### src/inc/irq_ack_consts.vh
// Constants for the external edge interrupt and acknowledgment block
`ifndef IRQ_ACK_CONSTS_VH
`define IRQ_ACK_CONSTS_VH

// ------------------------------------------------------------
// Register indices (byte address = index * 4)
// ------------------------------------------------------------
`define IDX_RISE_SEL 20'hFFF38
`define IDX_FALL_SEL 20'hFFF39
`define IDX_PSW 20'hFFF3A
`define IDX_MASK 20'hFFF3B
`define IDX_PRIO_LOW 20'hFFF3C
`define IDX_PRIO_HIGH 20'hFFF3D
`define IDX_REQ_FLAGS 20'hFFF3E
`define IDX_BIT_OP 20'hFFF3F

// ------------------------------------------------------------
// Reset values
// ------------------------------------------------------------
`define RST_EDGE_SEL 8'h00
`define RST_PSW 8'h06
`define RST_MASK 16'hFFFF
`define RST_PRIO 16'hFFFF

// ------------------------------------------------------------
// Status word fields
// ------------------------------------------------------------
`define PSW_IE_BIT 7
`define PSW_SERVICE_LEVEL_BIT1_BIT 2
`define PSW_SERVICE_LEVEL_BIT0_BIT 1

// ------------------------------------------------------------
// Bit operation register fields
// ------------------------------------------------------------
`define BOP_BIT_LSB 0
`define BOP_VAL_BIT 3
`define BOP_TGT_LSB 4
`define BOP_TGT_RISE 2'h0
`define BOP_TGT_FALL 2'h1
`define BOP_TGT_PSW 2'h2

// ------------------------------------------------------------
// Vectors and timing
// ------------------------------------------------------------
`define TRAP_VECTOR 20'h0007E
`define VEC_BASE 20'h00004
`define LAT_MIN_CLOCKS 9
`define LAT_MAX_CLOCKS 16
`define SEQ_LAST_CNT (`LAT_MIN_CLOCKS - 1)

`endif

### src/hw/ext_edge_irq_acknowledge.v
// Edge detectors, request flags, status word and acknowledgment sequencer
`timescale 1ns/1ps
`include "irq_ack_consts.vh"
// Function
// - Enable pair per input: 00 off, 01 falling, 10 rising, 11 both edges.
// - Bit n of both select registers controls external input n, n 0..7.
// - Reset clears both edge select registers, disabling detection.
// - Edge select registers take byte writes and single-bit writes.
// - Reset sets the status word to 06H.
// - Status word has byte access, bit access, enable and disable commands.
// - On acceptance with level not 00, service level gets level minus one.
// - Eligible when flagged and unmasked; accepted only with global enable set.
// - Never accept a request below the level in service.
// - Request to vector load takes 9 to 16 clocks.
// - Simultaneous requests: best level first, default order breaks ties.
// - Unaccepted requests stay pending and go once acceptable.
// - Acceptance pushes status then PC, clears enable, sets level, loads vector.
// - Push-status saves the status word; returns and pop restore it.
// - Software trap is always accepted.
// - Trap pushes status then PC, clears enable, vectors to 0007EH/0007FH.
// - Level code 00 level 0/1, 01 level 2, 10 level 3, 11 idle.
// - With enable set, higher level requests nest, and level 0 nests on level 0; other equal and lower ones wait.
module ext_edge_irq_acknowledge (
  input wire pclk,
  input wire presetn,
  input wire psel,
  input wire penable,
  input wire pwrite,
  input wire [21:0] paddr,
  input wire [31:0] pwdata,
  output wire pready,
  output reg [31:0] prdata,
  output wire pslverr,
  input wire [7:0] ext_irq_input,
  input wire [7:0] periph_req,
  input wire core_boundary,
  input wire [19:0] core_pc,
  input wire unmask_all_instruction,
  input wire mask_all_instruction,
  input wire software_trap,
  input wire push_status,
  input wire restore_status,
  input wire [7:0] restore_data,
  output reg stack_push_reg,
  output reg [19:0] stack_data_reg,
  output reg vector_load_reg,
  output reg [19:0] vector_addr_reg,
  output wire [7:0] program_status_word,
  output wire busy
);
  localparam S_IDLE = 1'b0;
  localparam S_SEQ = 1'b1;

  reg [7:0] rise_sel_reg;
  reg [7:0] fall_sel_reg;
  reg [7:0] psw_reg;
  reg [15:0] mask_reg;
  reg [15:0] prio_low_reg;
  reg [15:0] prio_high_reg;
  reg [15:0] req_reg;
  reg state_reg;
  reg [3:0] cnt_reg;
  reg trap_pend_reg;
  reg seq_trap_reg;
  reg [19:0] seq_vec_reg;
  reg [19:0] pc_hold_reg;

  reg [7:0] rise_sel_next;
  reg [7:0] fall_sel_next;
  reg [7:0] psw_next;
  reg [15:0] req_clr;

  wire [7:0] edge_pulse;
  wire [15:0] req_set;
  wire [15:0] eligible;
  wire any_req;
  wire [3:0] win_idx;
  wire [1:0] win_level;
  wire [1:0] isp;
  wire ie;
  wire wr_en;
  wire rd_setup;
  wire [19:0] idx;
  wire hit;
  wire start_trap;
  wire accept;
  wire [2:0] bop_bit;
  wire bop_val;
  wire [1:0] bop_tgt;

  // ------------------------------------------------------------
  // Edge detectors
  // ------------------------------------------------------------
  genvar g;
  generate
    for (g = 0; g < 8; g = g + 1) begin : gen_edge
      edge_detect u_edge (
        .pclk(pclk),
        .presetn(presetn),
        .pin(ext_irq_input[g]),
        .rise_enable_bit(rise_sel_reg[g]),
        .fall_enable_bit(fall_sel_reg[g]),
        .edge_pulse(edge_pulse[g])
      );
    end
  endgenerate

  assign req_set = {periph_req, edge_pulse};

  // ------------------------------------------------------------
  // APB decode
  // ------------------------------------------------------------
  assign pready = 1'b1;
  assign idx = paddr[21:2];
  assign hit = (idx >= `IDX_RISE_SEL) && (idx <= `IDX_BIT_OP);
  assign pslverr = psel & penable & ~hit;
  assign wr_en = psel & penable & pwrite & hit;
  assign rd_setup = psel & ~penable & ~pwrite;
  assign bop_bit = pwdata[`BOP_BIT_LSB +: 3];
  assign bop_val = pwdata[`BOP_VAL_BIT];
  assign bop_tgt = pwdata[`BOP_TGT_LSB +: 2];

  assign ie = psw_reg[`PSW_IE_BIT];
  assign isp = {psw_reg[`PSW_SERVICE_LEVEL_BIT1_BIT], psw_reg[`PSW_SERVICE_LEVEL_BIT0_BIT]};
  assign program_status_word = psw_reg;
  assign busy = (state_reg == S_SEQ);

  // Read data registered in setup so it is stable for the access phase
  always @(posedge pclk or negedge presetn) begin
    if (!presetn) begin
      prdata <= 32'h00000000;
    end else if (rd_setup) begin
      case (idx)
        `IDX_RISE_SEL: prdata <= {24'h000000, rise_sel_reg};
        `IDX_FALL_SEL: prdata <= {24'h000000, fall_sel_reg};
        `IDX_PSW: prdata <= {24'h000000, psw_reg};
        `IDX_MASK: prdata <= {16'h0000, mask_reg};
        `IDX_PRIO_LOW: prdata <= {16'h0000, prio_low_reg};
        `IDX_PRIO_HIGH: prdata <= {16'h0000, prio_high_reg};
        `IDX_REQ_FLAGS: prdata <= {16'h0000, req_reg};
        default: prdata <= 32'h00000000;
      endcase
    end
  end

  // ------------------------------------------------------------
  // Arbitration and acceptance
  // ------------------------------------------------------------
  // flagged and unmasked
  assign eligible = req_reg & ~mask_reg;

  priority_arbiter u_arb (
    .eligible(eligible),
    .priority_bit_low(prio_low_reg),
    .priority_bit_high(prio_high_reg),
    .any_req(any_req),
    .win_idx(win_idx),
    .win_level(win_level)
  );

  assign start_trap = (state_reg == S_IDLE) & (software_trap | trap_pend_reg);
  // level must not be below service level
  assign accept = (state_reg == S_IDLE) & ~start_trap & any_req & ie &
                  core_boundary & (win_level <= isp);

  // ------------------------------------------------------------
  // Edge select, mask and priority registers
  // ------------------------------------------------------------
  // byte write or single bit write
  always @* begin
    rise_sel_next = rise_sel_reg;
    fall_sel_next = fall_sel_reg;
    if (wr_en && idx == `IDX_RISE_SEL) begin
      rise_sel_next = pwdata[7:0];
    end
    if (wr_en && idx == `IDX_FALL_SEL) begin
      fall_sel_next = pwdata[7:0];
    end
    if (wr_en && idx == `IDX_BIT_OP && bop_tgt == `BOP_TGT_RISE) begin
      rise_sel_next[bop_bit] = bop_val;
    end
    if (wr_en && idx == `IDX_BIT_OP && bop_tgt == `BOP_TGT_FALL) begin
      fall_sel_next[bop_bit] = bop_val;
    end
  end

  always @(posedge pclk or negedge presetn) begin
    if (!presetn) begin
      rise_sel_reg <= `RST_EDGE_SEL;
      fall_sel_reg <= `RST_EDGE_SEL;
      mask_reg <= `RST_MASK;
      prio_low_reg <= `RST_PRIO;
      prio_high_reg <= `RST_PRIO;
    end else begin
      rise_sel_reg <= rise_sel_next;
      fall_sel_reg <= fall_sel_next;
      if (wr_en && idx == `IDX_MASK) begin
        mask_reg <= pwdata[15:0];
      end
      if (wr_en && idx == `IDX_PRIO_LOW) begin
        prio_low_reg <= pwdata[15:0];
      end
      if (wr_en && idx == `IDX_PRIO_HIGH) begin
        prio_high_reg <= pwdata[15:0];
      end
    end
  end

  // ------------------------------------------------------------
  // Request flags
  // ------------------------------------------------------------
  always @* begin
    req_clr = 16'h0000;
    if (wr_en && idx == `IDX_REQ_FLAGS) begin
      req_clr = pwdata[15:0];
    end
    if (accept) begin
      req_clr[win_idx] = 1'b1;
    end
  end

  always @(posedge pclk or negedge presetn) begin
    if (!presetn) begin
      req_reg <= 16'h0000;
    end else begin
      req_reg <= (req_reg & ~req_clr) | req_set;
    end
  end

  // ------------------------------------------------------------
  // Status word
  // ------------------------------------------------------------
  // Acceptance outranks instructions and bus writes in the same cycle
  always @* begin
    psw_next = psw_reg;
    if (unmask_all_instruction) begin
      psw_next[`PSW_IE_BIT] = 1'b1;
    end
    if (mask_all_instruction) begin
      psw_next[`PSW_IE_BIT] = 1'b0;
    end
    if (wr_en && idx == `IDX_PSW) begin
      psw_next = pwdata[7:0];
    end
    if (wr_en && idx == `IDX_BIT_OP && bop_tgt == `BOP_TGT_PSW) begin
      psw_next[bop_bit] = bop_val;
    end
    if (restore_status) begin
      psw_next = restore_data;
    end
    if (start_trap) begin
      psw_next[`PSW_IE_BIT] = 1'b0;
    end
    if (accept) begin
      psw_next[`PSW_IE_BIT] = 1'b0;
      // level 0 and 1 share code 00
      if (win_level != 2'h0) begin
        {psw_next[`PSW_SERVICE_LEVEL_BIT1_BIT], psw_next[`PSW_SERVICE_LEVEL_BIT0_BIT]} = win_level - 2'h1;
      end else begin
        {psw_next[`PSW_SERVICE_LEVEL_BIT1_BIT], psw_next[`PSW_SERVICE_LEVEL_BIT0_BIT]} = 2'h0;
      end
    end
  end

  always @(posedge pclk or negedge presetn) begin
    if (!presetn) begin
      psw_reg <= `RST_PSW;
    end else begin
      psw_reg <= psw_next;
    end
  end

  // ------------------------------------------------------------
  // Acknowledgment sequencer
  // ------------------------------------------------------------
  // Trap during a running sequence waits here rather than being lost
  always @(posedge pclk or negedge presetn) begin
    if (!presetn) begin
      trap_pend_reg <= 1'b0;
    end else if (start_trap) begin
      trap_pend_reg <= 1'b0;
    end else if (software_trap) begin
      trap_pend_reg <= 1'b1;
    end
  end

  always @(posedge pclk or negedge presetn) begin
    if (!presetn) begin
      state_reg <= S_IDLE;
      cnt_reg <= 4'h0;
      seq_trap_reg <= 1'b0;
      seq_vec_reg <= 20'h00000;
      pc_hold_reg <= 20'h00000;
      stack_push_reg <= 1'b0;
      stack_data_reg <= 20'h00000;
      vector_load_reg <= 1'b0;
      vector_addr_reg <= 20'h00000;
    end else begin
      stack_push_reg <= 1'b0;
      vector_load_reg <= 1'b0;
      case (state_reg)
        S_IDLE: begin
          if (start_trap || accept) begin
            state_reg <= S_SEQ;
            cnt_reg <= 4'h1;
            seq_trap_reg <= start_trap;
            seq_vec_reg <= start_trap ? `TRAP_VECTOR :
                           (`VEC_BASE + {15'h0000, win_idx, 1'b0});
            pc_hold_reg <= core_pc;
            stack_push_reg <= 1'b1;
            stack_data_reg <= {12'h000, psw_reg};
          end else if (push_status) begin
            stack_push_reg <= 1'b1;
            stack_data_reg <= {12'h000, psw_reg};
          end
        end
        S_SEQ: begin
          cnt_reg <= cnt_reg + 4'h1;
          if (cnt_reg == 4'h1) begin
            stack_push_reg <= 1'b1;
            stack_data_reg <= pc_hold_reg;
          end
          // vector lands nine clocks after the flag
          if (cnt_reg == `SEQ_LAST_CNT) begin
            vector_load_reg <= 1'b1;
            vector_addr_reg <= seq_vec_reg;
            state_reg <= S_IDLE;
            cnt_reg <= 4'h0;
          end
        end
        default: begin
          state_reg <= S_IDLE;
          cnt_reg <= 4'h0;
        end
      endcase
    end
  end
endmodule

### src/hw/edge_detect.v
// Pin synchroniser and selectable edge detector for one external input
`timescale 1ns/1ps
module edge_detect (
  input wire pclk,
  input wire presetn,
  input wire pin,
  input wire rise_enable_bit,
  input wire fall_enable_bit,
  output wire edge_pulse
);
  reg sync1_reg;
  reg sync2_reg;
  reg prev_reg;

  // ------------------------------------------------------------
  // Synchroniser
  // ------------------------------------------------------------
  // two-stage sync
  always @(posedge pclk or negedge presetn) begin
    if (!presetn) begin
      sync1_reg <= 1'b0;
      sync2_reg <= 1'b0;
      prev_reg <= 1'b0;
    end else begin
      sync1_reg <= pin;
      sync2_reg <= sync1_reg;
      prev_reg <= sync2_reg;
    end
  end

  assign edge_pulse = (rise_enable_bit & sync2_reg & ~prev_reg) |
                      (fall_enable_bit & ~sync2_reg & prev_reg);
endmodule

### src/hw/priority_arbiter.v
// Picks the eligible source with best programmed level, then lowest index
`timescale 1ns/1ps
module priority_arbiter (
  input wire [15:0] eligible,
  input wire [15:0] priority_bit_low,
  input wire [15:0] priority_bit_high,
  output reg any_req,
  output reg [3:0] win_idx,
  output reg [1:0] win_level
);
  integer i;

  always @* begin
    any_req = 1'b0;
    win_idx = 4'h0;
    win_level = 2'h3;
    for (i = 15; i >= 0; i = i - 1) begin
      if (eligible[i] && ({priority_bit_high[i], priority_bit_low[i]} <= win_level)) begin
        any_req = 1'b1;
        win_idx = i[3:0];
        win_level = {priority_bit_high[i], priority_bit_low[i]};
      end
    end
  end
endmodule

### config.mk
export PLATFORM = sky130hd
export DESIGN_NAME = ext_edge_irq_acknowledge
export DESIGN_NICKNAME = d
export VERILOG_FILES = /design/src/hw/ext_edge_irq_acknowledge.v /design/src/hw/edge_detect.v /design/src/hw/priority_arbiter.v
export VERILOG_INCLUDE_DIRS = /design/src /design/src/inc
export SDC_FILE = /design/constraint.sdc
export NUM_CORES = 1
export LEC_CHECK = 0
export BUFFER_PORTS_ARGS = -buffer_cell sky130_fd_sc_hd__buf_4
export CORE_MARGIN = 2
export CORE_UTILIZATION = 40
export DETAILED_ROUTE_END_ITERATION = 16
export PLACE_DENSITY = 0.61
export SKIP_LAST_GASP = 1
export SYNTH_ARGS = -nofsm -noshare
export SYNTH_HDL_FRONTEND = slang
export SYNTH_SLANG_ARGS = --single-unit
### constraint.sdc
create_clock -name pclk -period 31.8 [get_ports pclk]
set_clock_uncertainty 0.05 [all_clocks]
set_input_delay 3.18 -clock pclk [delete_from_list [all_inputs] [get_ports pclk]]
set_output_delay 3.18 -clock pclk [all_outputs]
set_load 0.03 [all_outputs]
==> results.md <==
STA:
- The final hold violation count is 0.
- The final setup violation count is 0.
- The post-route fraction of the period consumed by the critical path is between 60% and 70%.
- Headroom to the max-slew limit came out at around 22%.
- The smallest clock period supported by the final layout is computed as about 22 ns.
- The number of max-slew violations in the final report was 0.
- The slew at the pin closest to its max-slew limit is about 1.2 ns.
- The worst hold slack after final layout is 0.296 ns.
- The fmax is between 40 and 50 MHz.
- Setup repair after global routing left no endpoint under its margin.
- The setup TNS is 0 ns.

Route:
- The DRC violations left is 0.
- The vias after detailed routing is 8125.
- In this run the remaining antenna-violating nets after routing total 0.
- The pre-antenna-repair detailed-routing pass consisted of 4 iterations.
- The post-detailed-route wirelength per cell is around 18 um.
- For this block, the initial DRC count from the detailed router was around 530.
- The final routed wirelength across all metal layers is between 20 and 30 mm.
- Using the TritonRoute via totals, the vias-per-cell ratio works out to roughly 5.3.

Critical path:
- The endpoint arrival time on the critical path is roughly 22 ns.
- The endpoint kind of the worst setup timing path is a flop.
- The worst register-to-register path has a depth of 96.
- The maximum single-stage delay on the critical path is 0.82 ns.
- The sort of element at the start of the critical path is a flop.
- STA puts the critical path data required time at approximately 32 ns.
- The most numerous cell type found on the critical path is sky130_fd_sc_hd__ha_1.
- The critical path in this run is classified as flop to flop.
- On the critical path, the stage with the largest delay is an instance of sky130_fd_sc_hd__nor3b_1.
- The worst register-to-register path begins at req_reg[15].
- The endpoint of the lowest-slack register-to-register path is req_reg[2].
- The start point of the critical path is req_reg[15].
- The highest net fanout along the worst path is 25.
- In this run the register-to-register setup slack is ~9.6 ns.

CTS:
- Post-CTS timing repair inserted 0 buffers for setup.
- The CTS tree is done.
- The clock-pin slew of the registers on the worst-case setup and hold paths is ~0.080 ns.
- Gates resized during post-CTS repair numbered 0.
- The number of hold buffers added after CTS is 0.
- Clock tree synthesis inserted a total of 17 buffers.
- The insertion delay to the later sink of the worst-skew pair is approximately 0.44 ns.
- The largest buffer count on any clock path is 2.
- The clock root buffer is sky130_fd_sc_hd__clkbuf_16.
- The number of clock sinks is around 190.
- The depth of the CTS H-tree is 4.

Synth:
- During synthesis, Yosys emitted a total of 0 warnings.
- After synthesis the netlist holds a flip-flop and latch count of around 190.
- After synthesis, the netlist uses 82 different library cells.
- In the synthesized netlist the dominant register cell turns out to be sky130_fd_sc_hd__dfrtp_1.
- The synthesized design contains 0 enable-type register cells.
- The sequential cell area fraction in the yosys report is a little under half.
- Synthesis produced a netlist whose cell count is roughly 1000.
- The average footprint of a synthesized cell is a little under 10 um^2.
- Summing every instance area after synthesis gives around 10000 um^2.
- The share of flip-flops with an asynchronous set or reset is 100%.

Cells and area:
- After routing the design area is 12200 um^2.
- Excluding fillers, the count of instances in the completed layout stands at ~1500.
- In the final layout, the share of cells above drive strength 1 is about 28%.
- 0 antenna diodes ended up in the layout.
- The layout-stage area growth over the synthesis result is 19.0%.
- Counting the fill cells in the layout gives 2400.
- At the end of the flow, the number of nets in the layout was ~1300.

Hold path:
- The worst hold path terminates at gen_edge[0].u_edge.sync2_reg.
- The worst hold path passes through 0 cells.
- The worst hold path startpoint is gen_edge[0].u_edge.sync1_reg.
- The min-delay analysis places its worst path in the category flop to flop.

Placed design:
- During placement, the flow inserted port buffers numbering roughly 140.
- In this run, placement finished with an instance count of between 1000 and 1500.
- The instance area at placement is between 10000 and 15000 um^2.
- The HPWL after detailed placement is 19.9 mm.
- At the end of routability-driven placement, the weighted congestion stood at between 0.8 and 0.9.

GRT:
- The number of global-route vias before repair is about 8100.
- The initial antenna violation count is 0.
- The total grt overflow is 0.
- The wire length of the first global-routing pass is about 44 mm.
- The largest net degree at the start of global routing is 111.
- The global-route usage over all layers is between 20% and 30%.

Floorplan:
- The die outline area is around 27000 um^2.
- The horizontal extent of the die is 164 um.
- For this design the top-level I/O count stands at between 150 and 200.
- The floorplan has 58 rows.
- Measured along the y axis, the die boundary spans around 160 um.
- Once the floorplan was initialized, standard cells occupied approximately 41% of the core.
- In this run the standard cell core region covers 25200 um^2.

Outcome:
- The run finished with clean final reports.

Job:
- The number of max-capacitance violations reported is 0.
==> placed cells by master (no fill, tap or decap), drive strengths merged, types with 5 or more instances in the layout <==
cell type    n
nand4        7
buf        155
mux4         8
dfrtp      138
nor2        71
nand3        7
conb        31
nand3b       7
a21o         6
mux2        74
clkbuf      18
clkinv       8
or3          8
nor3        17
nand2      167
mux2i       42
a22oi        9
a31oi       15
dfstp       50
and3         5
o21ai       92
ha          22
nor2b       14
a21oi       50
o22ai        5
nand2b      15
nor3b       16
inv         58
nor4         8
==> how the worst max path moves through the flow <==
stage | to
global route | req_reg[2]
CTS | req_reg[2]
floorplan | stack_data_reg[1]
detailed placement | req_reg[2]
finish | req_reg[2]
global placement | req_reg[2]
==> cells by family after synthesis <==
family	after synthesis	share of synthesized area [%]
AO/OA/AOI/OAI	226	14.0
adder cells (fa/ha/maj)	22	2.68
flip-flops	188	46.4
AND/OR/NAND/NOR	365	17.1
other	2	0.0731
buffers and inverters	118	5.66
XOR/XNOR	2	0.170
multiplexers	124	14.0
==> synth_stat cells (all sizes together) (5+ instances only) <==
master / n / area share (%)
nand4: 7 / 0.43
dfrtp: 138 / 34
inv: 53 / 1.9
mux4: 8 / 1.8
nand2b: 15 / 0.91
buf: 39 / 2.8
or3: 8 / 0.49
dfstp: 50 / 13
a31oi: 15 / 1.1
clkbuf: 26 / 0.95
a21o: 6 / 0.44
nor2b: 14 / 0.85
nor3b: 16 / 1.4
nor4: 8 / 0.49
a21oi: 50 / 2.5
o22ai: 5 / 0.30
and3: 5 / 0.30
o21ai: 92 / 4.5
a22oi: 9 / 0.66
mux2: 74 / 8.1
nand2: 167 / 6.1
nand3: 7 / 0.34
ha: 22 / 2.7
mux2i: 42 / 4.1
nor3: 17 / 0.83
nor2: 71 / 2.6
nand3b: 7 / 0.51
==> per-stage QoR <==
stage / setup WS, ns / utilization [%]
6_report: 9.56 / 48.6
2_1_floorplan: 12.51 / -
4_1_cts: 9.72 / 48.6
3_3_place_gp: 10.05 / 46.1
3_5_place_dp: 9.83 / 46.1
5_1_grt: 7.67 / 48.6
==> cell type report <==
type | count | area (um^2) | area share [%]
Inverter | 53 | 199 | 1.63
Timing Repair Buffer | 156 | 1180 | 9.62
Clock buffer | 17 | 425 | 3.48
Tap cell | 330 | 413 | 3.37
Multi-Input combinational cell | 770 | 5050 | 41.3
Sequential cell | 188 | 4770 | 39.0
Clock inverter | 15 | 199 | 1.63
==> per-layer routing <==
layer / vias up / track usage, % / wire length, um
met1: 3945 / 28.2 / 12400
met3: 28 / 5.35 / 1890
li1: 3921 / - / -
met5: - / 0 / 0
met4: 0 / 5.78 / 408
met2: 231 / 34.0 / 12600
==> worst max-delay path: cells and delay by family (launching register included) <==
kind	cells	cell delay, ns
adder cells (fa/ha/maj)	16	4.34
AND/OR/NAND/NOR	36	5.91
buffers and inverters	3	0.29
AO/OA/AOI/OAI	34	8.35
flip-flops	1	0.43
multiplexers	7	2.68
Power is not shown: default switching activity piles up to over one toggle a cycle in this logic, so the estimate is an artifact.
